<file path="src/design/boot_cfg_params.svh">
`ifndef BOOT_CFG_PARAMS_SVH
`define BOOT_CFG_PARAMS_SVH
// configuration byte locations in the special-purpose area
`define CFG0_ADDR 24'h002018
`define CFG1_ADDR 24'h00201A
`define CFG2_ADDR 24'h00201C
// avalon register byte offsets
`define REG_CFG0 8'h00
`define REG_CFG1 8'h04
`define REG_CFG2 8'h08
`define REG_STATUS 8'h0C
`define REG_DECODE_ADDR 8'h10
`define REG_DECODE_RES 8'h14
`define REG_LOAD 8'h18
// byte zero fields
`define B0_POWERDOWN 0
`define B0_BUS_LO 1
`define B0_WR_STYLE 2
`define B0_ALE_STYLE 3
`define B0_WAIT_LIM0 4
`define B0_WAIT_LIM1 5
`define B0_PROT0 6
`define B0_PROT1 7
// byte one fields
`define B1_THIRD 0
`define B1_WAIT_LIM2 1
`define B1_BUS_HI 2
`define B1_WDOG 3
`define B1_TIMING0 6
`define B1_TIMING1 7
// byte two fields
`define B2_WIDE 1
`define B2_MIRROR 2
// reset values of the config shadows (erased part)
`define CFG_RESET 8'hFF
`define CFG2_DEFAULT 8'hFD
// unmapped read value
`define UNMAPPED_DATA 32'hDEADBEEF
`endif

</file>
<file path="src/design/boot_cfg_pkg.sv">
package boot_cfg_pkg;
    typedef enum logic [3:0] {
        LD_IDLE = 4'b0001,
        LD_REQ = 4'b0010,
        LD_WAIT = 4'b0100,
        LD_DONE = 4'b1000
    } load_state_t;
    // decode target codes
    typedef enum logic [3:0] {
        TGT_CPU_SFR = 4'h0,
        TGT_LOW_REG = 4'h1,
        TGT_UP_REG = 4'h2,
        TGT_CODE_RAM = 4'h3,
        TGT_EXT = 4'h4,
        TGT_REG_RAM = 4'h5,
        TGT_NET_MEM = 4'h6,
        TGT_PERIPH_SFR = 4'h7,
        TGT_MM_SFR = 4'h8,
        TGT_PROG_INT = 4'h9,
        TGT_SPECIAL_INT = 4'hA,
        TGT_ICE = 4'hB
    } target_t;
endpackage

</file>
<file path="src/design/boot_config_and_address_decode.sv">
`timescale 1ns/1ns
`include "boot_cfg_params.svh"
// Contract
// - top RAM window mirrors low RAM window
// - large package overlay aliases to page 15
// - low code internal only if low_segment_mirror and pin
// - fetches below 0400H always go external
// - top program area follows external pin
// - 1C00H-1FFFH decode to internal regions
// - register file split with addressing limits
// - byte zero bit 2 picks write strobes
// - byte zero bit 3 picks address strobe
// - bits 7:6 encode code protection
// - bus timing mode 0 or 3 only
// - three bits cap inserted wait states
// - bus width fixed or pin controlled
// - watchdog bit zero locks watchdog on
// - byte one bit 0 fetches byte two
// - byte two bit 1 picks address width
// - byte two bit 2 mirrors segment 00H
module boot_config_and_address_decode (
    input wire logic clk,
    input wire logic reset,
    input wire logic [7:0] avs_address,
    input wire logic avs_read,
    input wire logic avs_write,
    input wire logic [31:0] avs_writedata,
    input wire logic [3:0] avs_byteenable,
    output logic [31:0] avs_readdata,
    output logic avs_waitrequest,
    input wire logic [23:0] cpu_addr,
    input wire logic cpu_fetch,
    input wire logic cpu_direct,
    input wire logic large_package,
    input wire logic external_fetch_pin,
    input wire logic powerdown_req,
    input wire logic watchdog_disable_req,
    output logic [3:0] target,
    output logic addr_fault,
    output logic [23:0] ext_addr,
    output logic cfg_rd_req,
    output logic [23:0] cfg_rd_addr,
    input wire logic cfg_rd_valid,
    input wire logic [7:0] cfg_rd_data,
    output logic cfg_done,
    output logic single_write_strobe,
    output logic addr_latch_pulse,
    output logic read_protect,
    output logic write_protect,
    output logic [2:0] wait_limit,
    output logic wait_unlimited,
    output logic bus_timing_mode3,
    output logic bus_16_fixed,
    output logic bus_8_fixed,
    output logic bus_pin_sized,
    output logic bus_code_bad,
    output logic watchdog_locked,
    output logic watchdog_run,
    output logic addr_wide,
    output logic powerdown_go
);
    // ======================================================
    // pin synchroniser
    // ======================================================
    logic [2:0] pin_sync_r;
    logic pin_level_r;
    // three stages, change taken when second and third agree
    always_ff @(posedge clk) begin
        if (reset) begin
            pin_sync_r <= 3'h0;
            pin_level_r <= 1'b0;
        end else begin
            pin_sync_r <= {pin_sync_r[1:0], external_fetch_pin};
            if (pin_sync_r[1] == pin_sync_r[2]) begin
                pin_level_r <= pin_sync_r[2];
            end
        end
    end

    // ======================================================
    // configuration loader
    // ======================================================
    boot_cfg_pkg::load_state_t state_r;
    logic [1:0] idx_r;
    logic [7:0] cfg0_r, cfg1_r, cfg2_r;
    // bytes fetched once after reset and then frozen
    always_ff @(posedge clk) begin
        if (reset) begin
            state_r <= boot_cfg_pkg::LD_IDLE;
            idx_r <= 2'h0;
            cfg0_r <= `CFG_RESET;
            cfg1_r <= `CFG_RESET;
            cfg2_r <= `CFG2_DEFAULT;
        end else begin
            case (state_r)
                boot_cfg_pkg::LD_IDLE: begin
                    state_r <= boot_cfg_pkg::LD_REQ;
                end
                boot_cfg_pkg::LD_REQ: begin
                    state_r <= boot_cfg_pkg::LD_WAIT;
                end
                boot_cfg_pkg::LD_WAIT: begin
                    if (cfg_rd_valid) begin
                        if (idx_r == 2'h0) begin
                            cfg0_r <= cfg_rd_data;
                            idx_r <= 2'h1;
                            state_r <= boot_cfg_pkg::LD_REQ;
                        end else if (idx_r == 2'h1) begin
                            cfg1_r <= cfg_rd_data;
                            idx_r <= 2'h2;
                            // third byte only when asked for
                            state_r <= cfg_rd_data[`B1_THIRD] ? boot_cfg_pkg::LD_REQ
                                                               : boot_cfg_pkg::LD_DONE;
                        end else begin
                            cfg2_r <= cfg_rd_data;
                            state_r <= boot_cfg_pkg::LD_DONE;
                        end
                    end
                end
                boot_cfg_pkg::LD_DONE: begin
                    state_r <= boot_cfg_pkg::LD_DONE;
                end
                default: begin
                    state_r <= boot_cfg_pkg::LD_IDLE;
                end
            endcase
        end
    end

    assign cfg_rd_req = (state_r == boot_cfg_pkg::LD_REQ);
    assign cfg_rd_addr = (idx_r == 2'h0) ? `CFG0_ADDR : (idx_r == 2'h1) ? `CFG1_ADDR : `CFG2_ADDR;
    assign cfg_done = (state_r == boot_cfg_pkg::LD_DONE);

    // ======================================================
    // decoded settings
    // ======================================================
    assign single_write_strobe = cfg0_r[`B0_WR_STYLE];
    assign addr_latch_pulse = cfg0_r[`B0_ALE_STYLE];
    // 00 both, 01 write only, 10 read only, 11 none
    assign read_protect = ~cfg0_r[`B0_PROT0];
    // only the high protection bit decides write protection
    assign write_protect = ~cfg0_r[`B0_PROT1];
    logic [2:0] irc;
    assign irc = {cfg1_r[`B1_WAIT_LIM2], cfg0_r[`B0_WAIT_LIM1], cfg0_r[`B0_WAIT_LIM0]};
    // 000 zero, 100 one, 101 two, 110 three, 111 unlimited
    always_comb begin
        wait_unlimited = 1'b0;
        if (irc == 3'h4) begin
            wait_limit = 3'h1;
        end else if (irc == 3'h5) begin
            wait_limit = 3'h2;
        end else if (irc == 3'h6) begin
            wait_limit = 3'h3;
        end else if (irc == 3'h7) begin
            wait_limit = 3'h7;
            wait_unlimited = 1'b1;
        end else begin
            wait_limit = 3'h0;
        end
    end
    // mode 0 (one automatic wait) unless both select bits set
    assign bus_timing_mode3 = cfg1_r[`B1_TIMING1] & cfg1_r[`B1_TIMING0];
    logic [1:0] bw;
    assign bw = {cfg1_r[`B1_BUS_HI], cfg0_r[`B0_BUS_LO]};
    assign bus_16_fixed = (bw == 2'h1);
    assign bus_8_fixed = (bw == 2'h2);
    assign bus_pin_sized = (bw == 2'h3);
    assign bus_code_bad = (bw == 2'h0);
    assign watchdog_locked = ~cfg1_r[`B1_WDOG];
    assign watchdog_run = watchdog_locked | ~watchdog_disable_req;
    assign addr_wide = cfg2_r[`B2_WIDE];
    assign powerdown_go = powerdown_req & cfg0_r[`B0_POWERDOWN] & cfg_done;

    // ======================================================
    // address decoder
    // ======================================================
    logic [3:0] tgt;
    logic [23:0] eaddr;
    logic fault;
    logic [15:0] lo;
    logic top_seg, low_seg, mirror;
    assign lo = cpu_addr[15:0];
    assign top_seg = (cpu_addr[23:16] == 8'hFF);
    assign low_seg = (cpu_addr[23:16] == 8'h00);
    assign mirror = cfg2_r[`B2_MIRROR] & pin_level_r;
    always_comb begin
        tgt = boot_cfg_pkg::TGT_EXT;
        eaddr = addr_wide ? cpu_addr : {8'h00, lo};
        fault = 1'b0;
        if (top_seg && lo >= 16'h2080) begin
            tgt = pin_level_r ? boot_cfg_pkg::TGT_PROG_INT : boot_cfg_pkg::TGT_EXT;
        end else if (top_seg && lo >= 16'h2000) begin
            tgt = pin_level_r ? boot_cfg_pkg::TGT_SPECIAL_INT : boot_cfg_pkg::TGT_EXT;
        end else if (top_seg && lo >= 16'h0400 && lo <= 16'h05FF) begin
            tgt = boot_cfg_pkg::TGT_CODE_RAM;
        end else if (top_seg && lo <= 16'h00FF) begin
            tgt = boot_cfg_pkg::TGT_ICE;
        end else if (top_seg) begin
            tgt = boot_cfg_pkg::TGT_EXT;
        end else if (!low_seg) begin
            // overlay region folds onto page 15 on the large package
            if (large_package && cpu_addr >= 24'h0F0000) begin
                eaddr = {8'h0F, lo};
            end
        end else if (lo >= 16'h2000) begin
            if (mirror) begin
                tgt = lo >= 16'h2080 ? boot_cfg_pkg::TGT_PROG_INT : boot_cfg_pkg::TGT_SPECIAL_INT;
            end
        end else if (lo >= 16'h1FE0) begin
            tgt = boot_cfg_pkg::TGT_MM_SFR;
        end else if (lo >= 16'h1F00) begin
            tgt = boot_cfg_pkg::TGT_PERIPH_SFR;
        end else if (lo >= 16'h1E00) begin
            tgt = boot_cfg_pkg::TGT_NET_MEM;
        end else if (lo >= 16'h1C00) begin
            tgt = boot_cfg_pkg::TGT_REG_RAM;
        end else if (lo >= 16'h0600) begin
            tgt = boot_cfg_pkg::TGT_EXT;
        end else if (lo >= 16'h0400) begin
            tgt = boot_cfg_pkg::TGT_CODE_RAM;
        end else if (cpu_fetch) begin
            tgt = boot_cfg_pkg::TGT_EXT;
        end else if (lo >= 16'h0100) begin
            tgt = boot_cfg_pkg::TGT_UP_REG;
            fault = cpu_direct;
        end else if (lo >= 16'h0018) begin
            tgt = boot_cfg_pkg::TGT_LOW_REG;
        end else begin
            tgt = boot_cfg_pkg::TGT_CPU_SFR;
        end
    end

    // registered decode result
    always_ff @(posedge clk) begin
        if (reset) begin
            target <= 4'h4;
            ext_addr <= 24'h000000;
            addr_fault <= 1'b0;
        end else begin
            target <= tgt;
            ext_addr <= eaddr;
            addr_fault <= fault;
        end
    end

    // ======================================================
    // avalon slave
    // ======================================================
    logic [31:0] rdata_nxt;
    logic busy_r;
    // one wait cycle per access, answer on the second edge
    always_ff @(posedge clk) begin
        if (reset) begin
            busy_r <= 1'b0;
        end else begin
            busy_r <= (avs_read | avs_write) & ~busy_r;
        end
    end
    assign avs_waitrequest = (avs_read | avs_write) & ~busy_r;
    always_comb begin
        if (avs_address == `REG_CFG0) begin
            rdata_nxt = {24'h000000, cfg0_r};
        end else if (avs_address == `REG_CFG1) begin
            rdata_nxt = {24'h000000, cfg1_r};
        end else if (avs_address == `REG_CFG2) begin
            rdata_nxt = {24'h000000, cfg2_r};
        end else if (avs_address == `REG_STATUS) begin
            rdata_nxt = {26'h0, pin_level_r, watchdog_locked, bus_code_bad, bus_timing_mode3,
                         addr_wide, cfg_done};
        end else begin
            rdata_nxt = `UNMAPPED_DATA;
        end
    end
    always_ff @(posedge clk) begin
        if (reset) begin
            avs_readdata <= 32'h00000000;
        end else begin
            avs_readdata <= rdata_nxt;
        end
    end

    // ======================================================
    // checks
    // ======================================================
    a_cfg_frozen: assert property (@(posedge clk) disable iff (reset)
        cfg_done |=> $stable(cfg0_r) && $stable(cfg1_r) && $stable(cfg2_r))
        else $error("config changed after load");
    a_no_third: assert property (@(posedge clk) disable iff (reset)
        state_r == boot_cfg_pkg::LD_WAIT && cfg_rd_valid && idx_r == 2'h1 && !cfg_rd_data[0]
        |=> cfg_done)
        else $error("third byte fetched while disabled");
    a_fetch_ext: assert property (@(posedge clk) disable iff (reset)
        cpu_fetch && cpu_addr < 24'h000400 |=> target == 4'h4)
        else $error("low fetch not external");
    a_top_mirror: assert property (@(posedge clk) disable iff (reset)
        cpu_addr >= 24'hFF0400 && cpu_addr <= 24'hFF05FF |=> target == 4'h3)
        else $error("top ram window misdecoded");
    a_overlay: assert property (@(posedge clk) disable iff (reset)
        large_package && addr_wide && cpu_addr >= 24'h0F0000 && cpu_addr < 24'hFF0000
        |=> ext_addr[23:16] == 8'h0F)
        else $error("overlay not aliased");
    a_net_mem: assert property (@(posedge clk) disable iff (reset)
        cpu_addr >= 24'h001E00 && cpu_addr <= 24'h001EFF |=> target == 4'h6)
        else $error("network memory misdecoded");
    a_wdog_lock: assert property (@(posedge clk) disable iff (reset)
        cfg_done && !cfg1_r[3] |-> watchdog_run)
        else $error("locked watchdog stopped");
    a_powerdown_block: assert property (@(posedge clk) disable iff (reset)
        !cfg0_r[0] |-> !powerdown_go)
        else $error("powerdown not blocked");
    a_wait_cap: assert property (@(posedge clk) disable iff (reset)
        irc == 3'h6 |-> wait_limit == 3'h3 && !wait_unlimited)
        else $error("wait cap wrong");
    a_low_segment_mirror_low: assert property (@(posedge clk) disable iff (reset)
        cpu_addr >= 24'h002080 && cpu_addr <= 24'h00FFFF && !mirror |=> target == 4'h4)
        else $error("low code not external");
endmodule

</file>
<file path="config.mk">
export PLATFORM = sky130hd
export DESIGN_NAME = boot_config_and_address_decode
export DESIGN_NICKNAME = d
export VERILOG_FILES = /design/src/design/boot_cfg_pkg.sv /design/src/design/boot_config_and_address_decode.sv
export VERILOG_INCLUDE_DIRS = /design/src /design/src/design
export SDC_FILE = /design/constraint.sdc
export NUM_CORES = 1
export LEC_CHECK = 0
export BUFFER_PORTS_ARGS = -buffer_cell sky130_fd_sc_hd__buf_2
export CORE_ASPECT_RATIO = 2
export CORE_MARGIN = 5
export CORE_UTILIZATION = 40
export DETAILED_ROUTE_END_ITERATION = 6
export PLACE_DENSITY = 0.79
export RECOVER_POWER = 50
export SKIP_LAST_GASP = 1
export SYNTH_ARGS = -nofsm -noshare
export SYNTH_HDL_FRONTEND = slang
export SYNTH_SLANG_ARGS = --single-unit
</file>
<file path="constraint.sdc">
create_clock -name clk -period 1.7 [get_ports clk]
set_input_delay 0.085 -clock clk [delete_from_list [all_inputs] [get_ports clk]]
set_output_delay 0.085 -clock clk [all_outputs]
set_load 0.05 [all_outputs]
</file>
* Word-level counts from Yosys, hierarchy flattened
Index checks and enable logic that the tools add are counted.
Operators by class: reductions and logical operators 17, multiplexer cells 49, eq/ne operators 18, bitwise logic cells 16, order comparisons 13
Operator list (count):
- 2-to-1 mux 24 bit | 8
- >= comparator 16 x 13 -> 1 bit (second input constant) | 4
- 2-to-1 mux 4 bit | 15
- 2-to-1 mux 3 bit | 12
- >= comparator 16 x 11 -> 1 bit (second input constant) | 2
- >= comparator 16 x 14 -> 1 bit (second input constant) | 2
- 2-to-1 mux 32 bit | 1
- >= comparator 24 x 20 -> 1 bit (second input constant) | 1
- 2-to-1 mux 8 bit | 3
- equality test 8 x 4 -> 1 bit (second input constant) | 2
- >= comparator 16 x 5 -> 1 bit (second input constant) | 1
- >= comparator 16 x 9 -> 1 bit (second input constant) | 1
- <= comparator 16 x 11 -> 1 bit (second input constant) | 1
- <= comparator 16 x 8 -> 1 bit (second input constant) | 1
- zero test 8 bit | 2
- one-hot mux 4 bit (4 select lines) | 1
- OR reduction 16 bit | 1
- equality test 3 bit (second input constant) | 4
- inverter 1 bit | 9
- equality test 8 x 3 -> 1 bit (second input constant) | 1
- equality test 8 bit (second input constant) | 1
- 2-to-1 mux 2 bit | 4
- AND reduction 4 bit | 2
- logical AND 1 bit | 6
- 15 further kinds | 28
Storage, ports and cells: register bits 96, word-level logic and storage cells 126, input bits 87, output and inout port bits 105

* Logic depth before layout (Yosys ltp)
depth after elaboration 17, gate-level depth with buffers 7, gate-level depth less buffers 5

* Worst setup path before layout
OpenSTA, ideal clock, no wires.
path kind flip-flop to output port, start register state_r[1], end output powerdown_go, required time 1.615 ns, path buffers 1, stages on the path, launching flop included 4, setup slack -1.312 ns, data arrival time 2.927 ns, cell sequence dfxtp_1 -> buf_2 -> nor4b_1 -> and3_1
On the way: word-level cells in the longest chain between the ends 2
Ends and longest elaborated chain:
- start, declared | line boot_config_and_address_decode.sv:83 | boot_cfg_pkg::load_state_t state_r;
- start signal, assigned | line boot_config_and_address_decode.sv:89 | state_r <= boot_cfg_pkg::LD_IDLE;
- start signal, assigned | line boot_config_and_address_decode.sv:97 | state_r <= boot_cfg_pkg::LD_REQ;
- start signal, assigned | line boot_config_and_address_decode.sv:100 | state_r <= boot_cfg_pkg::LD_WAIT;
- equality test 4 bit | line boot_config_and_address_decode.sv:132 | assign cfg_done = (state_r == boot_cfg_pkg::LD_DONE);
- named net cfg_done | line boot_config_and_address_decode.sv:45 | output logic cfg_done,
- AND 1 bit | line boot_config_and_address_decode.sv:172 | assign powerdown_go = powerdown_req & cfg0_r[`B0_POWERDOWN] & cfg_done;
- end, declared | line boot_config_and_address_decode.sv:60 | output logic powerdown_go
The timed path passes the listed nets, and every way through them passes these cells.

* Worst setup path after layout
start register state_r[2], end output powerdown_go
On the way: word-level cells in the longest chain between the ends 2
Ends and longest elaborated chain (line):
- equality test 4 bit | boot_config_and_address_decode.sv:132
- AND 1 bit | boot_config_and_address_decode.sv:172
Every way passes these cells.

==> results.md <==
- FILL cells: 798
- Kind of launch point of the worst setup path: flip-flop
- Clock-pin slew on the worst setup and hold paths: 0.06 ns
- Number of remaining DRC errors: 0
- Type of the tightest min-delay check: in -> reg
- Number of hold-slack violations in the final timing report: 0
- Achievable frequency: 0.6137 GHz
- Area of the die: 10420 sq um
- Die X-Extent: 74.73 microns
- H-Tree Level Count: 3
- Floorplan Core Area: 8233 sq um
- Unique cell type count in the Yosys netlist: 50
- Capturing point of the worst reg2reg path: cfg1_r[0]$_SDFFE_PP1P_
- Transition at the pin with the smallest max-transition slack: 0.9956 ns
- Worst-case setup slack after placement: 0.1510 ns
- # clock sinks: 73
- Static leakage power: 0.001834 uW
- Count of vias placed by the detailed router: 3011
- Maximum root-to-sink buffer count: 2
- Unrepaired setup endpoints after global routing: false
- Slew Viols, Final: 0
- Wire length of the first global-routing pass: 13830 microns
- Top FF cell, synth: dfxtp_1
- Most area-hungry cell type in the Yosys netlist: dfxtp_1
- PortBufs: 126
- Number of register bits inferred by synthesis: 73
- Global placement routability congestion: 0.9249
- Register area share after synthesis: 43.60%
- Sum of negative setup slack: 0 ns
- Number of rows in the core area: 47
- Ant diodes: 0
- Worst Hold Path EP: ext_addr[5]$_SDFF_PP0_
- Yosys warning total: 0
- Number of enable-type register cells in the synthesized netlist: 0
- Clock Skews: 0.007336 ns
- Sort of element at the end of the critical path: output port
- Post-layout total power: 4166 uW
- Top cells by area, synth: dfxtp_1, buf_4, nand2_1
- Multi-input logic area: 1536 sq um
- Filler-free cell count of the finished design: 604
- Count of endpoints failing setup in the final report: 0
- Headroom to the max-slew limit: 33.63%
- Routed wire per std cell: 14.74 microns
- Syn Std Cell Area: 3352 sq um
- Overall routing resource usage: 17.47%
- Maximum fanout along the worst path: 7
- Most frequent cell after synthesis: dfxtp_1
- Ranking of synthesized cells by instance count: dfxtp_1, buf_4, nand2_1
- Routed via count divided by cell count: 4.985
- Effective utilization at floorplan: 40.71%
- Worst Path Class, Setup: reg -> out
- Ratio of total power to cell area: 992.8 nW/um^2
- Setup slack, reg-to-reg: 0.18 ns
- Footprint of the flip-flops and latches: 1463 sq um
- Max Cap Viol: 0
- Data required time at the worst endpoint: 1.62 ns
- Shortest period the worst path allows: 1.629 ns
- Vertical extent of the die: 139.5 microns
- Post-synthesis average cell area: 8.821 sq um
- Post-route core utilization: 50.97%
- Iteration-0 DRC count of the detailed router: 185
- CTS tree: done
- Top-area cell type share of the netlist area: 43.60%
- Area overhead of the layout relative to synthesis: 25.20%
- Count of pins on the block boundary: 192
- Root buffer cell: clkbuf_16
- Depth of the worst hold-timing path: 2
- Cell total after placement: 576
- Worst Setup Slack, final: 0.07056 ns
- Number of antenna violations at the first check in global routing: 0
- Worst endpoint data arrival time: 1.54 ns
- Part of the cycle the worst path needs: 95.85%
- Number of cells produced by synthesis: 380
- Number of cells on the worst reg-to-reg path: 4
- Number of nets at the end of the flow: 588
- Total grt overflow: 0
- Detailed-placement wirelength estimate: 6942 microns
- Detailed-routing iteration count for the pre-antenna-repair pass: 6
- Worst reg2reg path startpoint: idx_r[0]$_SDFFE_PP0P_
- Insertion delay of the later-clocked pin in the worst-skew pair: 0.33 ns
- Number of global-route vias before repair: 2993
- Share of flip-flops with an asynchronous set or reset after synthesis: 0%
- Beginning of the worst hold path: cpu_addr[5]
- VDD IR-drop max: 0.0006522 V
- Number of buffers added by the clock tree synthesis step: 9
- Residual antenna-violating net count after detailed routing: 0
- Final WL: 8901 microns
- Run status: finished, final reports clean
- Largest net degree at the start of global routing: 49
- Crit path launch: state_r[2]$_SDFFE_PP0P_
- Layout cell share with drive strength beyond 1: 24.51%
## per-stage QoR
step	hold WS [ns]	area [sq um]
finish	0.01617	4197
global route	0.01424	4197
global placement	0.2959	3861
detailed placement	0.3043	3861
CTS	0.001983	4242
floorplan	0.2067	3475
## layout make-up
class	instances	area share (%)
clock buffers	12	5.635
clock inverters	4	0.4770
inverters	9	0.8050
multi-input cells	259	36.61
flip-flops and latches	73	34.85
well taps	98	2.922
repair buffers	149	18.69
## power breakdown
part	internal (uW)	total, uW	switching [uW]	leakage [uW]
clock	977	1630	657	0.000130
combinational	183	745	562	0.00110
sequential	1760	1790	22.5	0.000600
total	2920	4170	1240	0.00183
## placed cells by master (no fill, tap or decap), types with 2 or more instances in the layout
master         count
a21oi_1           23
and2_1             7
and3_1             5
buf_2             80
buf_4              7
buf_6              3
clkbuf_1          49
clkbuf_16          9
clkinv_2           4
conb_1            29
dfxtp_1           72
dlygate4sd3_1     12
inv_1              8
mux2_2             2
mux2i_1            8
mux4_2             5
nand2_1           44
nand2b_1           2
nand3_1           23
nand3b_1           5
nand4_1            2
nor2_1            24
nor2b_1           23
nor3_1             9
nor3_2             2
nor4_1             5
o211ai_1           4
o21ai_0            7
o22ai_1            2
or3_1              3
or4_1              2
## registers in the layout, summed over array words and instances (netlist names)
name	flops
addr_fault	1
avs_readdata	9
busy_r	1
cfg0_r	8
cfg1_r	8
cfg2_r	8
ext_addr	24
idx_r	2
pin_level_r	1
pin_sync_r	3
state_r	4
target	4
## how the worst max path moves through the flow
stage                             endpoint  slack (ns)  cells after the start
floorplan                     powerdown_go        -0.1                      3
global placement    cfg0_r[4]$_SDFFE_PP1P_        0.20                      5
detailed placement    target[1]$_SDFF_PP0_        0.15                      6
CTS                   target[1]$_SDFF_PP0_        0.03                      6
global route                  powerdown_go       0.002                      4
finish                        powerdown_go        0.07                      4
## per-layer routing
metal  track usage, %  vias up  routed length (microns)
li1                 -     1454                        -
met3            4.116       25                      785
met2            32.62      160                     4999
met1            15.36     1372                     2747
met4            11.63        0                      368
met5                0        -                        0
## kinds of logic (layout without fill, tap and decap cells)
group                     count (synthesis)  in the layout  synth area share (%)
DFF                                      73             73                 43.60
buffers and inverters                    75            174                 14.41
AOI/OAI and AO/OA                        46             46                 8.212
other                                     2             29                0.2240
and+or+nand+nor                         167            167                 26.62
muxes                                    15             15                 6.420
xor gates and xnor gates                  2              2                0.5227
## critical path: stages, from the launching register on
cell and delay (ns):
dfxtp_1 0.32, buf_6 0.14, nor4b_4 0.37, and3_1 0.23
buf_6 0.16
## what timing repair did
item	CTS	global route
setup buffers	0	0
hold endpoints to repair	12	0
endpoints found under the setup margin	1	3
gates resized for setup	2	4
hold buffers	12	0
pin swaps	0	2
Power figures use the tool's default switching activity.
